## src/design/ctb_consts.svh

```systemverilog
`ifndef CTB_CONSTS_SVH
`define CTB_CONSTS_SVH
`define CTB_ADDR_RSP_TO     8'h00
`define CTB_ADDR_DATA_TO    8'h04
`define CTB_ADDR_BLK_LEN    8'h08
`define CTB_ADDR_BLK_CNT    8'h0C
`define CTB_ADDR_BLK_REM    8'h10
`define CTB_ADDR_STATUS     8'h14
`define CTB_ADDR_MASK       8'h18
`define CTB_ADDR_CTRL       8'h1C
`define CTB_BIT_RSP_TO      4
`define CTB_BIT_DATA_TO     3
`define CTB_BIT_DONE        0
`define CTB_CTRL_RSP_START  0
`define CTB_CTRL_RSP_ARRIVE 1
`define CTB_CTRL_XFER_START 2
`define CTB_CTRL_BLK_DONE   3
`define CTB_CTRL_STOP       4
`define CTB_CTRL_DATA_START 5
`define CTB_CTRL_DATA_ARR   6
`define CTB_BLK_LEN_RESET   12'h200
`define CTB_STATUS_W        5
`endif

```

## src/design/ctb_pkg.sv

```systemverilog
package ctb_pkg;
	typedef enum logic [1:0] {CTB_IDLE, CTB_XFER} ctb_xfer_t;
	typedef logic [20:0] ctb_count_t;
endpackage

```

## src/design/ctb_timeout_block_count.sv

```systemverilog
// Behaviour
// RULE1 - Count clocks while awaiting a response; flag response time-out on expiry.
// RULE2 - A set response time-out flag with its enable raises the interrupt.
// RULE3 - Response limit zero disables; 1 to 255 gives that many clocks.
// RULE4 - Data limit is 21 bits: five upper from response register, sixteen lower.
// RULE5 - Data limit zero disables; otherwise one to 2097151 clocks.
// RULE6 - Waiting for read data, flag data time-out on expiry; interrupt if enabled.
// RULE7 - Twelve-bit block length, reset 200h, zero prohibited.
// RULE8 - Software matches block length to the card's configured block size.
// RULE9 - Block total zero transfers blocks until a stop command.
// RULE10 - Block total n transfers exactly n blocks, then stops.
// RULE11 - Sixteen-bit readable down-counter of blocks still to move.
// RULE12 - Software uses its own timer for waits beyond hardware limits.
// RULE13 - Interrupt only on a flag rising while its mask bit is one.
// RULE14 - Remaining count loads at transfer start and drops per completed block; the code leaves it unchanged when the block total is zero.
// RULE15 - Time-out counters restart on a new wait and stop on arrival.
//
// Our own choices: the register offsets and the Wishbone slave port.
`timescale 1ns/10ps
`include "ctb_consts.svh"
module ctb_timeout_block_count (
	input  wire logic        clk,
	input  wire logic        resetn,
	input  wire logic        wb_cyc_i,
	input  wire logic        wb_stb_i,
	input  wire logic        wb_we_i,
	input  wire logic [7:0]  wb_adr_i,
	input  wire logic [3:0]  wb_sel_i,
	input  wire logic [31:0] wb_dat_i,
	output logic      [31:0] wb_dat_o,
	output logic             wb_ack_o,
	output logic             irq_o,
	output logic             xfer_active_o
);
	import ctb_pkg::*;

	logic [7:0]  response_limit_reg;
	logic [4:0]  data_limit_upper_reg;
	logic [15:0] data_limit_lower_reg;
	logic [11:0] bytes_per_block_reg;
	logic [15:0] block_total_reg;
	logic [15:0] block_remaining_count_reg;
	logic [`CTB_STATUS_W-1:0] primary_status_reg;
	logic [`CTB_STATUS_W-1:0] primary_status_next;
	logic [`CTB_STATUS_W-1:0] interrupt_enable_mask_reg;
	logic        rsp_wait_reg;
	logic        data_wait_reg;
	logic [7:0]  rsp_cnt_reg;
	ctb_count_t  data_cnt_reg;
	ctb_xfer_t   xfer_state_reg;
	logic [31:0] rd_mux;
	logic        irq_pend_reg;

	wire access    = wb_cyc_i && wb_stb_i && !wb_ack_o;
	wire wr        = access && wb_we_i;
	wire rd        = access && !wb_we_i;
	wire sel_rto   = wb_adr_i == `CTB_ADDR_RSP_TO;
	wire sel_dto   = wb_adr_i == `CTB_ADDR_DATA_TO;
	wire sel_len   = wb_adr_i == `CTB_ADDR_BLK_LEN;
	wire sel_cnt   = wb_adr_i == `CTB_ADDR_BLK_CNT;
	wire sel_rem   = wb_adr_i == `CTB_ADDR_BLK_REM;
	wire sel_st    = wb_adr_i == `CTB_ADDR_STATUS;
	wire sel_msk   = wb_adr_i == `CTB_ADDR_MASK;
	wire sel_ctl   = wb_adr_i == `CTB_ADDR_CTRL;
	wire ctl_wr    = wr && sel_ctl && wb_sel_i[0];
	wire rsp_start = ctl_wr && wb_dat_i[`CTB_CTRL_RSP_START];
	wire rsp_arr   = ctl_wr && wb_dat_i[`CTB_CTRL_RSP_ARRIVE];
	wire x_start   = ctl_wr && wb_dat_i[`CTB_CTRL_XFER_START];
	wire blk_done  = ctl_wr && wb_dat_i[`CTB_CTRL_BLK_DONE];
	wire stop_cmd  = ctl_wr && wb_dat_i[`CTB_CTRL_STOP];
	wire d_start   = ctl_wr && wb_dat_i[`CTB_CTRL_DATA_START];
	wire d_arr     = ctl_wr && wb_dat_i[`CTB_CTRL_DATA_ARR];
	wire [20:0] data_limit = {data_limit_upper_reg, data_limit_lower_reg}; // see RULE4
	// Zero limits disable the timers; the wait still ends on arrival.
	wire rsp_expire = rsp_wait_reg && response_limit_reg != 8'h00
		&& rsp_cnt_reg == response_limit_reg - 8'h01; // see RULE3
	wire data_expire = data_wait_reg && data_limit != 21'h000000
		&& data_cnt_reg == data_limit - 21'h000001; // see RULE5
	wire in_xfer = xfer_state_reg == CTB_XFER;
	wire last_blk = blk_done && in_xfer && block_total_reg != 16'h0000
		&& block_remaining_count_reg == 16'h0001; // see RULE10
	wire [`CTB_STATUS_W-1:0] events;
	assign events[`CTB_BIT_RSP_TO]  = rsp_expire;
	assign events[`CTB_BIT_DATA_TO] = data_expire;
	assign events[2]                = 1'b0;
	assign events[1]                = 1'b0;
	assign events[`CTB_BIT_DONE]    = last_blk || (in_xfer && stop_cmd);
	wire st_rd = rd && sel_st;

	// Set beats the read-clear so an event in the clearing cycle survives.
	assign primary_status_next = (st_rd ? '0 : primary_status_reg) | events;
	wire [`CTB_STATUS_W-1:0] rising = events & ~primary_status_reg;

	assign rd_mux = sel_rto ? {19'h0, data_limit_upper_reg, response_limit_reg} :
		sel_dto ? {16'h0, data_limit_lower_reg} :
		sel_len ? {20'h0, bytes_per_block_reg} :
		sel_cnt ? {16'h0, block_total_reg} :
		sel_rem ? {16'h0, block_remaining_count_reg} : // see RULE11
		sel_st  ? {27'h0, primary_status_reg} :
		sel_msk ? {27'h0, interrupt_enable_mask_reg} :
		sel_ctl ? {31'h0, in_xfer} : 32'h0;

	always_ff @(posedge clk) begin
		if (!resetn) begin
			wb_ack_o <= 1'b0;
			wb_dat_o <= 32'h0;
		end else begin
			wb_ack_o <= access;
			wb_dat_o <= rd ? rd_mux : 32'h0;
		end
	end

	always_ff @(posedge clk) begin
		if (!resetn) begin
			response_limit_reg   <= 8'h00;
			data_limit_upper_reg <= 5'h00;
			data_limit_lower_reg <= 16'h0000;
			bytes_per_block_reg  <= `CTB_BLK_LEN_RESET; // see RULE7
			block_total_reg      <= 16'h0000;
			interrupt_enable_mask_reg <= '0;
		end else if (wr) begin
			if (sel_rto && wb_sel_i[0])
				response_limit_reg <= wb_dat_i[7:0];
			if (sel_rto && wb_sel_i[1])
				data_limit_upper_reg <= wb_dat_i[12:8];
			if (sel_dto && wb_sel_i[0])
				data_limit_lower_reg[7:0] <= wb_dat_i[7:0];
			if (sel_dto && wb_sel_i[1])
				data_limit_lower_reg[15:8] <= wb_dat_i[15:8];
			// A zero length is prohibited, so such a write is ignored.
			if (sel_len && wb_sel_i[1:0] == 2'h3 && wb_dat_i[11:0] != 12'h000)
				bytes_per_block_reg <= wb_dat_i[11:0]; // see RULE7
			if (sel_cnt && wb_sel_i[0])
				block_total_reg[7:0] <= wb_dat_i[7:0];
			if (sel_cnt && wb_sel_i[1])
				block_total_reg[15:8] <= wb_dat_i[15:8];
			if (sel_msk && wb_sel_i[0])
				interrupt_enable_mask_reg <= wb_dat_i[`CTB_STATUS_W-1:0];
		end
	end

	always_ff @(posedge clk) begin
		if (!resetn) begin
			rsp_wait_reg <= 1'b0;
			rsp_cnt_reg  <= 8'h00;
		end else if (rsp_start) begin
			rsp_wait_reg <= 1'b1; // see RULE15
			rsp_cnt_reg  <= 8'h00;
		end else if (rsp_arr || rsp_expire) begin
			rsp_wait_reg <= 1'b0; // see RULE15
		end else if (rsp_wait_reg) begin
			rsp_cnt_reg <= rsp_cnt_reg + 8'h01; // see RULE1
		end
	end

	always_ff @(posedge clk) begin
		if (!resetn) begin
			data_wait_reg <= 1'b0;
			data_cnt_reg  <= 21'h000000;
		end else if (d_start) begin
			data_wait_reg <= 1'b1; // see RULE15
			data_cnt_reg  <= 21'h000000;
		end else if (d_arr || data_expire) begin
			data_wait_reg <= 1'b0;
		end else if (data_wait_reg) begin
			data_cnt_reg <= data_cnt_reg + 21'h000001; // see RULE6
		end
	end

	always_ff @(posedge clk) begin
		if (!resetn) begin
			xfer_state_reg <= CTB_IDLE;
			block_remaining_count_reg <= 16'h0000;
		end else begin
			case (xfer_state_reg)
				CTB_IDLE: begin
					if (x_start) begin
						xfer_state_reg <= CTB_XFER;
						block_remaining_count_reg <= block_total_reg; // see RULE14
					end
				end
				CTB_XFER: begin
					if (last_blk || stop_cmd)
						xfer_state_reg <= CTB_IDLE; // see RULE9
					if (blk_done && block_total_reg != 16'h0000)
						block_remaining_count_reg <= block_remaining_count_reg - 16'h0001;
				end
				default: xfer_state_reg <= CTB_IDLE;
			endcase
		end
	end

	always_ff @(posedge clk) begin
		if (!resetn) begin
			primary_status_reg <= '0;
			irq_pend_reg <= 1'b0;
			irq_o <= 1'b0;
			xfer_active_o <= 1'b0;
		end else begin
			primary_status_reg <= primary_status_next; // see RULE1
			// Only a fresh unmasked rise arms the line; a read of status drops it.
			if (|(rising & interrupt_enable_mask_reg))
				irq_pend_reg <= 1'b1; // see RULE13
			else if (st_rd || !(|(primary_status_reg & interrupt_enable_mask_reg)))
				irq_pend_reg <= 1'b0;
			irq_o <= |(rising & interrupt_enable_mask_reg)
				|| (irq_pend_reg && !st_rd
				&& |(primary_status_reg & interrupt_enable_mask_reg)); // see RULE2
			xfer_active_o <= in_xfer;
		end
	end

	chk_rsp_timeout_flag: assert property (@(posedge clk) disable iff (!resetn) // see RULE1
		rsp_expire |=> primary_status_reg[`CTB_BIT_RSP_TO])
		else $error("response time-out flag not set");
	chk_rsp_irq_raise: assert property (@(posedge clk) disable iff (!resetn) // see RULE2
		(rsp_expire && interrupt_enable_mask_reg[`CTB_BIT_RSP_TO]) |=> irq_o)
		else $error("response time-out interrupt missing");
	chk_rsp_zero_off: assert property (@(posedge clk) disable iff (!resetn) // see RULE3
		response_limit_reg == 8'h00 |-> !rsp_expire)
		else $error("response timer ran with zero limit");
	chk_rsp_exact_len: assert property (@(posedge clk) disable iff (!resetn) // see RULE3
		(rsp_start && response_limit_reg == 8'h03)
		##1 (!rsp_arr && !rsp_start)[*3] |-> rsp_expire)
		else $error("response limit length wrong");
	chk_data_zero_off: assert property (@(posedge clk) disable iff (!resetn) // see RULE5
		data_limit == 21'h000000 |-> !data_expire)
		else $error("data timer ran with zero limit");
	chk_data_timeout_flag: assert property (@(posedge clk) disable iff (!resetn) // see RULE6
		data_expire |=> primary_status_reg[`CTB_BIT_DATA_TO])
		else $error("data time-out flag not set");
	chk_blk_len_nonzero: assert property (@(posedge clk) disable iff (!resetn) // see RULE7
		bytes_per_block_reg != 12'h000)
		else $error("block length became zero");
	chk_blk_load: assert property (@(posedge clk) disable iff (!resetn) // see RULE14
		(x_start && !in_xfer) |=> block_remaining_count_reg == $past(block_total_reg))
		else $error("remaining count not loaded");
	chk_blk_last_stop: assert property (@(posedge clk) disable iff (!resetn) // see RULE10
		last_blk |=> !in_xfer && block_remaining_count_reg == 16'h0000)
		else $error("transfer did not stop after last block");
	chk_infinite_run: assert property (@(posedge clk) disable iff (!resetn) // see RULE9
		(in_xfer && block_total_reg == 16'h0000 && !stop_cmd) |=> in_xfer)
		else $error("unlimited transfer stopped without stop");
	chk_irq_masked: assert property (@(posedge clk) disable iff (!resetn) // see RULE13
		(interrupt_enable_mask_reg == '0 && $past(interrupt_enable_mask_reg) == '0) |-> !irq_o)
		else $error("interrupt with all masks clear");

	chk_rsp_cnt_step: assert property (@(posedge clk) disable iff (!resetn) // see RULE1
		(rsp_wait_reg && !rsp_start && !rsp_arr && !rsp_expire)
		|=> rsp_cnt_reg == $past(rsp_cnt_reg) + 8'h01)
		else $error("response counter did not advance");

	chk_rsp_restart: assert property (@(posedge clk) disable iff (!resetn) // see RULE15
		rsp_start |=> rsp_wait_reg && rsp_cnt_reg == 8'h00)
		else $error("response wait did not restart");

	chk_rsp_arrive_stop: assert property (@(posedge clk) disable iff (!resetn) // see RULE15
		(rsp_arr && !rsp_start) |=> !rsp_wait_reg)
		else $error("response wait kept running after arrival");

	chk_data_restart: assert property (@(posedge clk) disable iff (!resetn) // see RULE15
		d_start |=> data_wait_reg && data_cnt_reg == 21'h000000)
		else $error("data wait did not restart");

	chk_data_arrive_stop: assert property (@(posedge clk) disable iff (!resetn) // see RULE15
		(d_arr && !d_start) |=> !data_wait_reg)
		else $error("data wait kept running after arrival");

	chk_data_cnt_step: assert property (@(posedge clk) disable iff (!resetn) // see RULE6
		(data_wait_reg && !d_start && !d_arr && !data_expire)
		|=> data_cnt_reg == $past(data_cnt_reg) + 21'h000001)
		else $error("data counter did not advance");

	chk_data_exact_len: assert property (@(posedge clk) disable iff (!resetn) // see RULE5
		(d_start && data_limit == 21'h000008)
		##1 (!d_arr && !d_start)[*8] |-> data_expire)
		else $error("data limit length wrong");

	chk_data_irq_raise: assert property (@(posedge clk) disable iff (!resetn) // see RULE6
		(data_expire && interrupt_enable_mask_reg[`CTB_BIT_DATA_TO]) |=> irq_o)
		else $error("data time-out interrupt missing");

	chk_rsp_flag_sticky: assert property (@(posedge clk) disable iff (!resetn) // see RULE1
		(primary_status_reg[`CTB_BIT_RSP_TO] && !st_rd) |=> primary_status_reg[`CTB_BIT_RSP_TO])
		else $error("response time-out flag lost");

	chk_status_clear: assert property (@(posedge clk) disable iff (!resetn) // see RULE1
		(st_rd && !(|events)) |=> primary_status_reg == '0)
		else $error("status not cleared by read");

	chk_irq_needs_flag: assert property (@(posedge clk) disable iff (!resetn) // see RULE13
		irq_o |-> $past(|(primary_status_next & interrupt_enable_mask_reg)))
		else $error("interrupt without unmasked flag");

	chk_irq_rise_event: assert property (@(posedge clk) disable iff (!resetn) // see RULE13
		$rose(irq_o) |-> $past(|(events & interrupt_enable_mask_reg)))
		else $error("interrupt rose without unmasked event");

	chk_blk_count_down: assert property (@(posedge clk) disable iff (!resetn) // see RULE14
		(blk_done && in_xfer && block_total_reg != 16'h0000)
		|=> block_remaining_count_reg == $past(block_remaining_count_reg) - 16'h0001)
		else $error("remaining count did not drop");

	chk_open_rem_zero: assert property (@(posedge clk) disable iff (!resetn) // see RULE9
		(in_xfer && block_total_reg == 16'h0000 && block_remaining_count_reg == 16'h0000)
		|=> block_remaining_count_reg == 16'h0000)
		else $error("open transfer moved remaining count");

	chk_stop_ends: assert property (@(posedge clk) disable iff (!resetn) // see RULE9
		(stop_cmd && in_xfer) |=> !in_xfer)
		else $error("stop did not end transfer");

	chk_done_flag: assert property (@(posedge clk) disable iff (!resetn) // see RULE10
		last_blk |=> primary_status_reg[`CTB_BIT_DONE])
		else $error("transfer done flag not set");

	chk_idle_rem_hold: assert property (@(posedge clk) disable iff (!resetn) // see RULE14
		(!in_xfer && !x_start) |=> block_remaining_count_reg == $past(block_remaining_count_reg))
		else $error("remaining count moved while idle");

	chk_xfer_out_follow: assert property (@(posedge clk) disable iff (!resetn) // see RULE10
		xfer_active_o == $past(in_xfer))
		else $error("transfer active output out of step");

	chk_len_zero_hold: assert property (@(posedge clk) disable iff (!resetn) // see RULE7
		(wr && sel_len && wb_dat_i[11:0] == 12'h000)
		|=> bytes_per_block_reg == $past(bytes_per_block_reg))
		else $error("zero block length accepted");

	chk_rto_read: assert property (@(posedge clk) disable iff (!resetn) // see RULE4
		(rd && sel_rto)
		|=> wb_dat_o == {19'h0, $past(data_limit_upper_reg), $past(response_limit_reg)})
		else $error("response time-out read wrong");

	chk_dto_read: assert property (@(posedge clk) disable iff (!resetn) // see RULE4
		(rd && sel_dto) |=> wb_dat_o == {16'h0, $past(data_limit_lower_reg)})
		else $error("data time-out read wrong");

	chk_rem_read: assert property (@(posedge clk) disable iff (!resetn) // see RULE11
		(rd && sel_rem) |=> wb_dat_o == {16'h0, $past(block_remaining_count_reg)})
		else $error("remaining count read wrong");

	chk_len_read: assert property (@(posedge clk) disable iff (!resetn) // see RULE7
		(rd && sel_len) |=> wb_dat_o == {20'h0, $past(bytes_per_block_reg)})
		else $error("block length read wrong");

	chk_cnt_read: assert property (@(posedge clk) disable iff (!resetn) // see RULE10
		(rd && sel_cnt) |=> wb_dat_o == {16'h0, $past(block_total_reg)})
		else $error("block total read wrong");

	chk_status_read: assert property (@(posedge clk) disable iff (!resetn) // see RULE1
		(rd && sel_st) |=> wb_dat_o == {27'h0, $past(primary_status_reg)})
		else $error("status read wrong");

	chk_ack_pulse: assert property (@(posedge clk) disable iff (!resetn) // see RULE11
		wb_ack_o |=> !wb_ack_o)
		else $error("ack longer than one cycle");

	chk_ack_follows: assert property (@(posedge clk) disable iff (!resetn) // see RULE11
		(wb_cyc_i && wb_stb_i && !wb_ack_o) |=> wb_ack_o)
		else $error("request not acknowledged");

	chk_dat_idle_zero: assert property (@(posedge clk) disable iff (!resetn) // see RULE11
		!wb_ack_o |-> wb_dat_o == 32'h0)
		else $error("read data not zero outside ack");
endmodule

```

## config.mk

```make
export PLATFORM = sky130hd
export DESIGN_NAME = ctb_timeout_block_count
export DESIGN_NICKNAME = d
export VERILOG_FILES = /design/src/design/ctb_pkg.sv /design/src/design/ctb_timeout_block_count.sv
export VERILOG_INCLUDE_DIRS = /design/src /design/src/design
export SDC_FILE = /design/constraint.sdc
export NUM_CORES = 1
export LEC_CHECK = 0
export BUFFER_PORTS_ARGS = -buffer_cell sky130_fd_sc_hd__buf_2
export CAP_MARGIN = 20
export CORE_MARGIN = 4
export CORE_UTILIZATION = 45
export DETAILED_ROUTE_END_ITERATION = 16
export GPL_ROUTABILITY_DRIVEN = 1
export PLACE_DENSITY = 0.78
export SLEW_MARGIN = 25
export SYNTH_ARGS = -nofsm -noshare
export SYNTH_HDL_FRONTEND = slang
export SYNTH_SLANG_ARGS = --single-unit
```

## constraint.sdc

```tcl
create_clock -name clk -period 2.4 [get_ports clk]
set_input_delay 0.24 -clock clk [delete_from_list [all_inputs] [get_ports clk]]
set_output_delay 0.24 -clock clk [all_outputs]
set_load 0.01 [all_outputs]
```

After elaboration in Yosys (flattened, before gate mapping)

Cells that the tools add are included.

Word-level logic and storage cells: 145
Input bits: 49
Register bits after elaboration: 152

Add/subtract/negate cells: 5
Reductions and logical operators: 73
Bitwise operators: 9
Mux-type cells: 21
Eq/ne operators: 15

Operators by type and width:

| operator                                             | count |
|---|---|
| 2-to-1 mux 16 bit                                    | 6 |
| logical AND 1 bit                                    | 34 |
| equality test 8 x 5 -> 1 bit, second input constant  | 4 |
| case mux 16 bit (2 select lines)                     | 1 |
| AND reduction 2 bit                                  | 12 |
| adder 21 x 1 -> 21 bit, second input constant        | 1 |
| equality test 21 bit                                 | 1 |
| nonzero test 21 bit                                  | 1 |
| subtractor 21 x 1 -> 21 bit, second input constant   | 1 |
| equality test 16 x 1 -> 1 bit, second input constant | 1 |
| equality test 8 x 4 -> 1 bit, second input constant  | 2 |
| nonzero test 16 bit                                  | 1 |
| subtractor 16 x 1 -> 16 bit, second input constant   | 1 |
| bitwise AND 5 bit                                    | 3 |
| 2-to-1 mux 5 bit                                     | 3 |
| 2-to-1 mux 13 bit                                    | 1 |
| nonzero test 12 bit                                  | 1 |
| OR reduction 5 bit                                   | 2 |
| OR reduction 9 bit                                   | 1 |
| adder 8 x 1 -> 8 bit, second input constant          | 1 |
| equality test 8 x 3 -> 1 bit, second input constant  | 1 |
| equality test 8 bit                                  | 1 |
| zero test 8 bit                                      | 1 |
| nonzero test 2 bit                                   | 4 |
| other kinds (18)                                     | 38 |

Logic depth before layout (Yosys ltp)

Gate-level depths: netlist of the first run.

Depth in word-level cells: 14
Gate-level depth with buffers: 12
Mapped depth without buffers: 10

Worst setup path after synthesis of the first run

OpenSTA, ideal clock, no wires.

Path kind: reg-to-reg
From: register data_limit_lower_reg[0]
To: register data_cnt_reg[18]
Arrival time: 2.512 ns
Slack: -0.227 ns
Data required time: 2.285 ns
Clock period less this slack: 2.627 ns
Library setup time: 0.115 ns
Cell stages (with the launch flop): 12
Path buffers: 1
Path through: dfxtp_1 -> inv_1 -> ha_1 -> nor3b_2 -> nand2_1 -> a2111oi_2 -> nand2_1 -> nand4b_1 -> o31ai_2 -> buf_2 -> nor3_1 -> o21a_1

Cells in the longest elaborated chain, start to end: 6
Elaborated cells on any way between the ends: 8

Ends and longest elaborated chain:

| element                                                                   | RTL line                                                     | RTL |
|---|---|---|
| start: declaration                                                        | ctb_timeout_block_count.sv:39                                | `logic [15:0] data_limit_lower_reg;` |
| start signal: assignment                                                  | ctb_timeout_block_count.sv:127                               | `data_limit_lower_reg[7:0] <= wb_dat_i[7:0];` |
| subtractor 21 x 1 -> 21 bit / nonzero test 21 bit (equally long branches) | ctb_timeout_block_count.sv:78, ctb_timeout_block_count.sv:77 |  |
| equality test 21 bit / logical AND 1 bit (equally long branches)          | ctb_timeout_block_count.sv:78, ctb_timeout_block_count.sv:77 |  |
| logical AND 1 bit *                                                       | ctb_timeout_block_count.sv:78                                | `&& data_cnt_reg == data_limit - 21'h000001;` |
| logical OR 1 bit *                                                        | ctb_timeout_block_count.sv:163                               | `end else if (d_arr \|\| data_expire) begin` |
| inverter 1 bit (no line) *                                                | -                                                            |  |
| AND reduction 2 bit (no line) *                                           | -                                                            |  |
| end signal: assignment                                                    | ctb_timeout_block_count.sv:166                               | `data_cnt_reg <= data_cnt_reg + 21'h000001;` |
| end: declaration                                                          | ctb_timeout_block_count.sv:49                                | `ctb_count_t data_cnt_reg;` |

Mark *: on every way between the ends. The rest lies on a longest branch, timed or not.
A chain may end at the register's enable or synchronous reset.

Final worst setup path of the first run

From: register data_limit_lower_reg[1]
To: register data_cnt_reg[18]

Same word-level chain as after synthesis.

==> impl_metrics.csv, run 1 <==
group,metric,value,unit
logic_synthesis,netlist_area,7410,um^2
worst_setup_path,crit_fanout,5,
logic_synthesis,yosysTopAreaCell,"dfxtp_1",
die,coreArea,16000,um^2
cts,clockBufferDepth,2,
cts,tritoncts,"done",
cells_and_area,mostFrequentLayoutCells,"dfxtp_1 (130), buf_4 (101), nand2_1 (76)",
power,power.total,5.22,mW
die,die_h,136,um
global_routing,grt_pass1_vias,6966,
logic_synthesis,ys_types,81,
placement,dp_hpwl,15.8,mm
placement,gp_congestion,0.904,
sta,period_share,111,%
logic_synthesis,synth_area_leaders,"dfxtp_1 (36%), mux2i_1 (7.3%), a21oi_1 (4.0%), nand2_1 (3.9%), nor2_1 (3.5%)",
die,initial_core_util,46.3,%
cells_and_area,final_common_cell,"dfxtp_1",
sta,skew,6.49,ps
sta,max_freq,375,MHz
cts,cts-root-buf,"clkbuf_16",
die,io_pins,84,
sta,slew_headroom,51.2,%
die,rows,46,
logic_synthesis,synth_ff_type,"dfxtp_1",
status,outcome,"finished with violations",
cts,clkTransAtPathRegs,60,ps
global_routing,grt_util_all_layers,23.9,%
placement,pre_cts_slack,-275,ps
drt,vias_per_cell,5.90,
drt,drc_errors,0,
global_routing,overflow,0,
worst_setup_path,rrSetupSlack,-270,ps
global_routing,grt_max_degree,46,
power,ir_drop,0.000539,V
logic_synthesis,avgSynthCellArea,8.40,um^2
cells_and_area,layout-drive-gt1-share,27.4,%
die,die_area,18600,um^2
worst_setup_path,start_kind,"register",
worst_setup_path,worst_setup_path_end_kind,"register",
die,die_x,136,um
drt,antenna_left,0,
status,failed_checks,"negative setup slack",
cells_and_area,nNetsFinal,1068,
logic_synthesis,yosys_warnings,0,
worst_setup_path,crit_arrival,2990,ps
drt,num_vias,7322,
cts,clk_latency,430,ps
sta,rsz0062_at_grt,"yes",
logic_synthesis,synth_top_area_share,35.9,%
worst_setup_path,r2r.worst_path.cells,11,
placement,io_buffers,49,
sta,slew_violations,0,
cells_and_area,fin_util,59.8,%
drt,wl,22.8,mm
sta,worst_slack,-268,ps
worst_setup_path,r2r-start,"data_limit_lower_reg[1]",
sta,hold_viol,0,
hold_path,hp-class,"in -> reg",
power,power.density,546,nW/um^2
worst_setup_path,crit_type,"reg -> reg",
worst_setup_path,crit_required,2730,ps
cts,cts_made_buffers,17,
sta,fin_setup_tns,-4920,ps
logic_synthesis,ys_seq_elements,133,
worst_setup_path,reg2reg_to,"data_cnt_reg[18]",
drt,drt_iter0_markers,737,
power,p_leak,3.83,nW
cells_and_area,diodes,0,
cells_and_area,syn_to_final_growth,29.0,%
logic_synthesis,async_flop_share,0,%
logic_synthesis,synth_edf_count,0,
cts,htreeDepth,4,
hold_path,worstHoldStart,"wb_dat_i[15]",
global_routing,grt_pass1_wl,35.1,mm
global_routing,antenna_found_initial,0,
sta,worst_pin_slew,732,ps
flow_run,maxCapViolCount,0,
logic_synthesis,yosysSeqAreaShare,35.9,%
hold_path,hold_path_end,"data_limit_lower_reg[15]",
drt,wl_per_cell,18.4,um
cts,clock-sinks,133,
cells_and_area,largest_register_ffs,21,
sta,min_period,2670,ps
hold_path,whs_path_depth,3,
drt,drtPass1Iterations,6,
logic_synthesis,syn_inst,883,
sta,setup_viol,26,
-- cells by family after synthesis --
logic type / share of synthesized area, %
and+or+nand+nor: 27.2
AOI/OAI and AO/OA: 16.1
DFF: 35.9
buffers and inverters: 6.06
muxes: 7.75
xor gates and xnor gates: 5.62
adders and majority gates: 1.35
other: 0.0506
-- stage by stage --
stage,instance area [um^2],cells,hold slack (ps)
3_3_place_gp,8510,1196,444
2_1_floorplan,7590,898,365
4_1_cts,9340,1236,70.3
6_report,9570,1240,79.2
5_1_grt,9570,1240,101
3_5_place_dp,8510,1196,450
-- report_power, final --
part | switching, mW | internal, mW | total (mW)
clock | 1.01 | 1.82 | 2.84
sequential | 0.00121 | 2.21 | 2.21
combinational | 0.123 | 0.0502 | 0.174
-- critical path: stages, from the launching register on --
cell and delay [ps]:
dfxtp_4 370, or4_4 560, or3_4 350, a21bo_1 210
o22ai_2 170, buf_4 150, nand2_4 40, o31ai_4 260
buf_6 150, buf_4 90, nor3_1 40, o21a_1 180
-- how the worst max path moves through the flow --
stage	start	to	cells after the start
after floorplan	data_limit_lower_reg[2]	data_cnt_reg[18]	10
after global placement	data_limit_lower_reg[0]	data_cnt_reg[19]	9
after detailed placement	data_limit_lower_reg[0]	data_cnt_reg[19]	9
after CTS	data_limit_lower_reg[0]	data_cnt_reg[19]	10
after global routing	data_limit_lower_reg[2]	irq_o	10
final	data_limit_lower_reg[1]	data_cnt_reg[18]	11
-- layout make-up --
type | count | area [um^2]
Timing Repair Buffer | 161 | 1190
Multi-Input combinational cell | 684 | 4740
Tap cell | 216 | 270
Fill cell | 1354 | 6430
Inverter | 14 | 57.6
Clock buffer | 21 | 470
Sequential cell | 133 | 2670
Clock inverter | 11 | 173
-- layer usage --
layer / up-vias / GRT usage [%] / wire, um / part of all wire, %
met5: - / 0 / 0 / 0
met4: 0 / 9.74 / 588 / 2.6
met3: 62 / 5.88 / 2130 / 9.4
met2: 383 / 37.9 / 10700 / 47
met1: 3448 / 31.1 / 9340 / 41
li1: 3429 / - / - / -
-- synthesized netlist by cell type (7+ instances only) --
cell type  instances
a221oi_1           8
nor2b_1           32
xnor2_1           29
buf_4             17
o21ai_0           21
mux2i_1           54
nor2_1            69
or4_1             11
dfxtp_1          133
nand4_1           17
a21boi_0          11
o21ai_1           16
clkbuf_1          39
and3_1             7
xor2_1            16
and2_1             9
nand2_1           78
a22oi_1           15
ha_1               8
a21oi_1           60
nor3_1            27
inv_1             14
nor4_1            15
or3_1             21
nand3_1           47
-- what timing repair did --
action,in CTS,in global routing
gates resized for setup,23,45
hold buffers,0,0
pin swaps,10,30
setup endpoints to repair,30,38
setup buffers,5,6
cloned,3,1
No activity file was read; power rests on OpenSTA's default activity.
==> run 2, diff against run 1 <==
==> constraint.sdc (replaced) <==
create_clock -name clk -period 2.3 [get_ports clk]
set_input_delay 0.23 -clock clk [delete_from_list [all_inputs] [get_ports clk]]
set_output_delay 0.23 -clock clk [all_outputs]
set_load 0.01 [all_outputs]
==> run 2 against run 1 <==
Utilization is 0.96 points higher. Clock skew is 3.5 ps higher. Die area unchanged. Largest power group unchanged. Flip-flop and latch count did not move. Sequential share of layout area down 0.38 points. Critical endpoint is now data_cnt_reg[19]. The flow still finishes with violations (negative setup slack). Count of clock-buffer cells in the layout fell by 3. Routed wire length is 2.7% higher. Critical path depth decreased by 2. Register-to-register slack worse by 97 ps.
==> impl_metrics.csv, run 2 (same netlist as run 1, synthesis figures left out) <==
group,metric,value,unit
status,outcome,"finished with violations",
status,failed_checks,"negative setup slack",
power,clock_power_share,55.0,%
drt,wl,23.4,mm
worst_setup_path,crit_arrival,3020,ps
sta,skew,10.0,ps
sta,max_freq,375,MHz
cts,clkTransAtPathRegs,60,ps
cts,clk_latency,430,ps
placement,gp_congestion,0.903,
cts,hold_buffers,0,
sta,rsz0062_at_grt,"yes",
global_routing,grt_util_all_layers,24.3,%
power,p_leak,3.96,nW
worst_setup_path,crit_type,"reg -> reg",
worst_setup_path,r2r.worst_path.cells,9,
worst_setup_path,crit_required,2650,ps
power,p_int,4.30,mW
global_routing,overflow,0,
cells_and_area,fillers,1337,
drt,drt_iter0_markers,790,
sta,slew_headroom,43.4,%
global_routing,grt_max_degree,45,
cells_and_area,fin_util,60.8,%
cells_and_area,mostFrequentLayoutCells,"buf_4 (126), dfxtp_1 (125), nand2_1 (75)",
drt,wl_met3,1.99,mm
drt,num_vias,7471,
worst_setup_path,start_kind,"register",
die,initial_core_util,46.3,%
cts,htreeDepth,4,
power,power.density,570,nW/um^2
die,die_x,136,um
cells_and_area,largest_register_ffs,21,
die,die_area,18600,um^2
worst_setup_path,worst_setup_path_end_kind,"register",
cells_and_area,syn_to_final_growth,31.1,%
sta,worst_slack,-365,ps
power,ir_drop,0.000538,V
placement,dp_hpwl,15.9,mm
drt,drc_errors,0,
cells_and_area,layout-drive-gt1-share,29.7,%
hold_path,whs_path_depth,3,
placement,place_inst,1218,
global_routing,antenna_found_initial,0,
cts,clock-sinks,133,
worst_setup_path,rrSetupSlack,-360,ps
die,io_pins,84,
cells_and_area,nNetsFinal,1092,
cts,clockBufferDepth,2,
sta,setup_viol,28,
die,rows,46,
cells_and_area,diodes,0,
power,p_sw_share,22.4,%
power,p_comb_share,3.4,%
sta,worst_pin_slew,849,ps
global_routing,grt_pass1_wl,35.5,mm
hold_path,hp-class,"in -> reg",
drt,wl_met2,11.2,mm
die,coreArea,16000,um^2
cts,cts-root-buf,"clkbuf_16",
cts,cts_made_buffers,17,
drt,met1_length,9.63,mm
sta,fin_hold_ws,93.6,ps
drt,antenna_left,0,
sta,hold_viol,0,
sta,period_share,116,%
cells_and_area,instances_no_fill,1264,
worst_setup_path,crit_fanout,30,
power,power_switching,1.24,mW
die,die_h,136,um
cts,tritoncts,"done",
sta,min_period,2660,ps
drt,wl_per_cell,18.5,um
power,seq_power_share,41.6,%
sta,slew_violations,0,
drt,vias_per_cell,5.91,
drt,top_layer_used,"met4",
flow_run,maxCapViolCount,0,
cells_and_area,final_common_cell,"buf_4",
placement,io_buffers,49,
drt,drtPass1Iterations,6,
global_routing,grt_pass1_vias,6845,
==> run 2: cell count changes in the layout (fill, tap and decap cells not counted), sizes merged <==
cell / before / now
clkbuf: 22 / 18
bufinv: 4 / 5
buf: 160 / 185
clkinv: 5 / 2
clkinvlp: 1 / 2
inv: 15 / 19
==> run 2: per-stage QoR <==
step | setup slack, ps | power [mW] | TNS [ps] | instance area, um^2
detailed placement | -380 | 2.53 | -6690 | 8680
finish | -365 | 5.54 | -7640 | 9720
floorplan | -175 | 2.46 | -2910 | 7600
global placement | -254 | 2.53 | -4500 | 8680
global route | -467 | 5.65 | -10470 | 9720
CTS | -346 | 5.55 | -6060 | 9460
==> run 2: layout make-up <==
cell class,instances,area (um^2),area share [%]
Timing Repair Buffer,185,1340,13.8
Tap cell,216,270,2.78
Multi-Input combinational cell,684,4730,48.6
Clock inverter,14,223,2.29
Sequential cell,133,2680,27.5
Inverter,14,55.1,0.566
Clock buffer,18,429,4.41
==> run 2: critical path, stage by stage, from the launching register on <==
cell and delay, ps:
dfxtp_4 370, or4_4 580, or3_4 360, a21bo_1 210, o22ai_2 180, nand3_2 120, nor4_4 220, buf_12 220
nand4bb_1 150, mux2i_1 200
==> run 2: final timing paths <==
kind,end,from
min reg2reg,interrupt_enable_mask_reg[1],interrupt_enable_mask_reg[1]
max,data_cnt_reg[19],data_limit_lower_reg[0]
max reg2reg,data_cnt_reg[19],data_limit_lower_reg[0]
min,data_limit_lower_reg[15],wb_dat_i[15]
==> run 2: what timing repair did <==
action | CTS | global route
cloned | 1 | 0
buffers inserted | 4 | 9
resized for setup | 20 | 50
setup endpoints to repair | 33 | 44
endpoints found under the hold margin | 0 | 0
pin swaps | 8 | 22
==> run 2: power by group through the flow <==
stage	combinational, mW	clock, mW	sequential (mW)
after floorplan	0.105	0	2.36
after global placement	0.178	0	2.36
after detailed placement	0.178	0	2.36
after CTS	0.180	3.07	2.30
after global routing	0.195	3.15	2.30
final	0.188	3.05	2.30
==> run 2: per-layer routing <==
layer	GRT usage [%]	vias to the layer above
met1	32.0	3565
met2	39.4	394
met5	0	-
met3	4.66	48
met4	9.18	0
li1	-	3464
==> run 3, diff against run 2 <==
--- a/config.mk
+++ b/config.mk
@@ -12,6 +12,7 @@
 export CORE_UTILIZATION = 45
 export DETAILED_ROUTE_END_ITERATION = 16
 export GPL_ROUTABILITY_DRIVEN = 1
+export GPL_TIMING_DRIVEN = 0
 export PLACE_DENSITY = 0.78
 export SLEW_MARGIN = 25
 export SYNTH_ARGS = -nofsm -noshare
==> run 3 against run 2 <==
Routed wire length grew 1.2%. Highest routed layer unchanged. Largest cell class unchanged. Worst hold slack got worse by 20 ps. Cell count decreased by 2.6%. The flow still finishes with violations (negative setup slack).
==> impl_metrics.csv, run 3 (same netlist as run 1, synthesis figures left out) <==
group,metric,value,unit
status,outcome,"finished with violations",
status,failed_checks,"negative setup slack",
power,p_leak,3.68,nW
global_routing,grt_pass1_wl,36.2,mm
global_routing,overflow,0,
worst_setup_path,crit_fanout,5,
sta,setup_viol,27,
cells_and_area,largest_register_ffs,21,
sta,skew,7.80,ps
cells_and_area,instances_no_fill,1231,
placement,place_inst,1160,
cells_and_area,final_design_area_no_fill,9510,um^2
cells_and_area,layout-drive-gt1-share,27.6,%
worst_setup_path,crit_arrival,3070,ps
sta,rsz0062_at_grt,"yes",
sta,fin_setup_tns,-9950,ps
die,die_x,136,um
sta,worst_slack,-444,ps
worst_setup_path,crit_type,"reg -> reg",
worst_setup_path,start_kind,"register",
placement,gp_congestion,0.949,
global_routing,grt_max_degree,17,
die,initial_core_util,46.3,%
global_routing,grt_util_all_layers,24.9,%
worst_setup_path,worst_setup_path_end_kind,"register",
sta,slew_headroom,43.8,%
sta,fin_hold_ws,73.4,ps
cts,clk_latency,430,ps
cells_and_area,mostFrequentLayoutCells,"dfxtp_1 (118), nand2_1 (76), nor2_1 (65)",
flow_run,maxCapViolCount,0,
placement,io_buffers,46,
power,power.density,543,nW/um^2
cts,htreeDepth,4,
placement,pre_cts_slack,-874,ps
die,coreArea,16000,um^2
placement,dpl_cell_area,8100,um^2
drt,vias_per_cell,6.00,
drt,antenna_left,0,
cts,clock-sinks,133,
die,io_pins,84,
sta,period_share,119,%
drt,drc_errors,0,
cts,hold_buffers,0,
cts,cts_made_buffers,17,
cts,tritoncts,"done",
cells_and_area,final_common_cell,"dfxtp_1",
drt,wl_per_cell,19.2,um
die,die_h,136,um
cells_and_area,fillers,1358,
worst_setup_path,crit_required,2630,ps
die,rows,46,
power,ir_drop,0.000575,V
drt,wl,23.6,mm
power,power.total,5.16,mW
global_routing,antenna_found_initial,0,
die,die_area,18600,um^2
cts,clockBufferDepth,2,
cells_and_area,nNetsFinal,1058,
hold_path,hp-class,"in -> reg",
cells_and_area,syn_to_final_growth,28.2,%
sta,min_period,2740,ps
sta,slew_violations,0,
global_routing,grt_pass1_vias,6691,
cells_and_area,fin_util,59.4,%
sta,max_freq,364,MHz
cts,clkTransAtPathRegs,60,ps
drt,drt_iter0_markers,886,
placement,dp_hpwl,16.0,mm
cts,cts-root-buf,"clkbuf_16",
drt,drtPass1Iterations,7,
drt,num_vias,7380,
sta,worst_pin_slew,843,ps
sta,hold_viol,0,
## run 3: cell count changes in the layout (fill, tap and decap cells not counted), sizes merged
cell      previous run  this run
buf                185       112
bufinv               5         1
clkbuf              18        55
clkinv               2         4
clkinvlp             2         3
diode                0         1
inv                 19        21
nand3               48        49
## run 3: final cells by class
class,instances,area [um^2],share of cell area (%)
buffer,63,403,4.24
tap,216,270,2.84
timing repair buffer,87,581,6.11
sequential,133,2700,28.4
clock buffer,17,425,4.47
antenna,1,2.50,0.0263
inverter,14,60.1,0.632
multi-input combinational,685,4920,51.8
clock inverter,15,144,1.51
## run 3: final timing paths
kind	to	slack, ps	depth (start not counted)	start
max	data_cnt_reg[18]	-440	11	data_limit_lower_reg[3]
min	block_total_reg[15]	70	3	wb_dat_i[15]
min reg2reg	interrupt_enable_mask_reg[2]	460	2	interrupt_enable_mask_reg[2]
max reg2reg	data_cnt_reg[18]	-440	11	data_limit_lower_reg[3]
## run 3: where the power goes
group	switching [mW]	internal, mW
Sequential	0.00116	2.30
Clock	1.14	1.51
Combinational	0.144	0.0666
## run 3: worst max-delay path: stages, from the launching register on
cell and delay [ps]:
dfxtp_2 320, buf_8 120, nor4_4 280, buf_4 180
nand3_4 80, or4_4 560, nand3_4 110, nand4_1 170
o31ai_4 410, buf_6 190, nor3_2 40, o21a_1 180
## run 3: what timing repair did
| item | 4_1_cts | 5_1_grt |
|---|---|---|
| buffers inserted | 20 | 19 |
| endpoints found under the setup margin | 72 | 70 |
| cloned | 4 | 0 |
| pin swaps | 28 | 35 |
| resized for setup | 56 | 82 |
## run 3: layer usage
| metal | GRT usage [%] | wire [um] |
|---|---|---|
| met3 | 6.18 | 2180 |
| met2 | 37.6 | 10800 |
| met5 | 0 | 0 |
| met4 | 9.41 | 641 |
| met1 | 34.2 | 10000 |
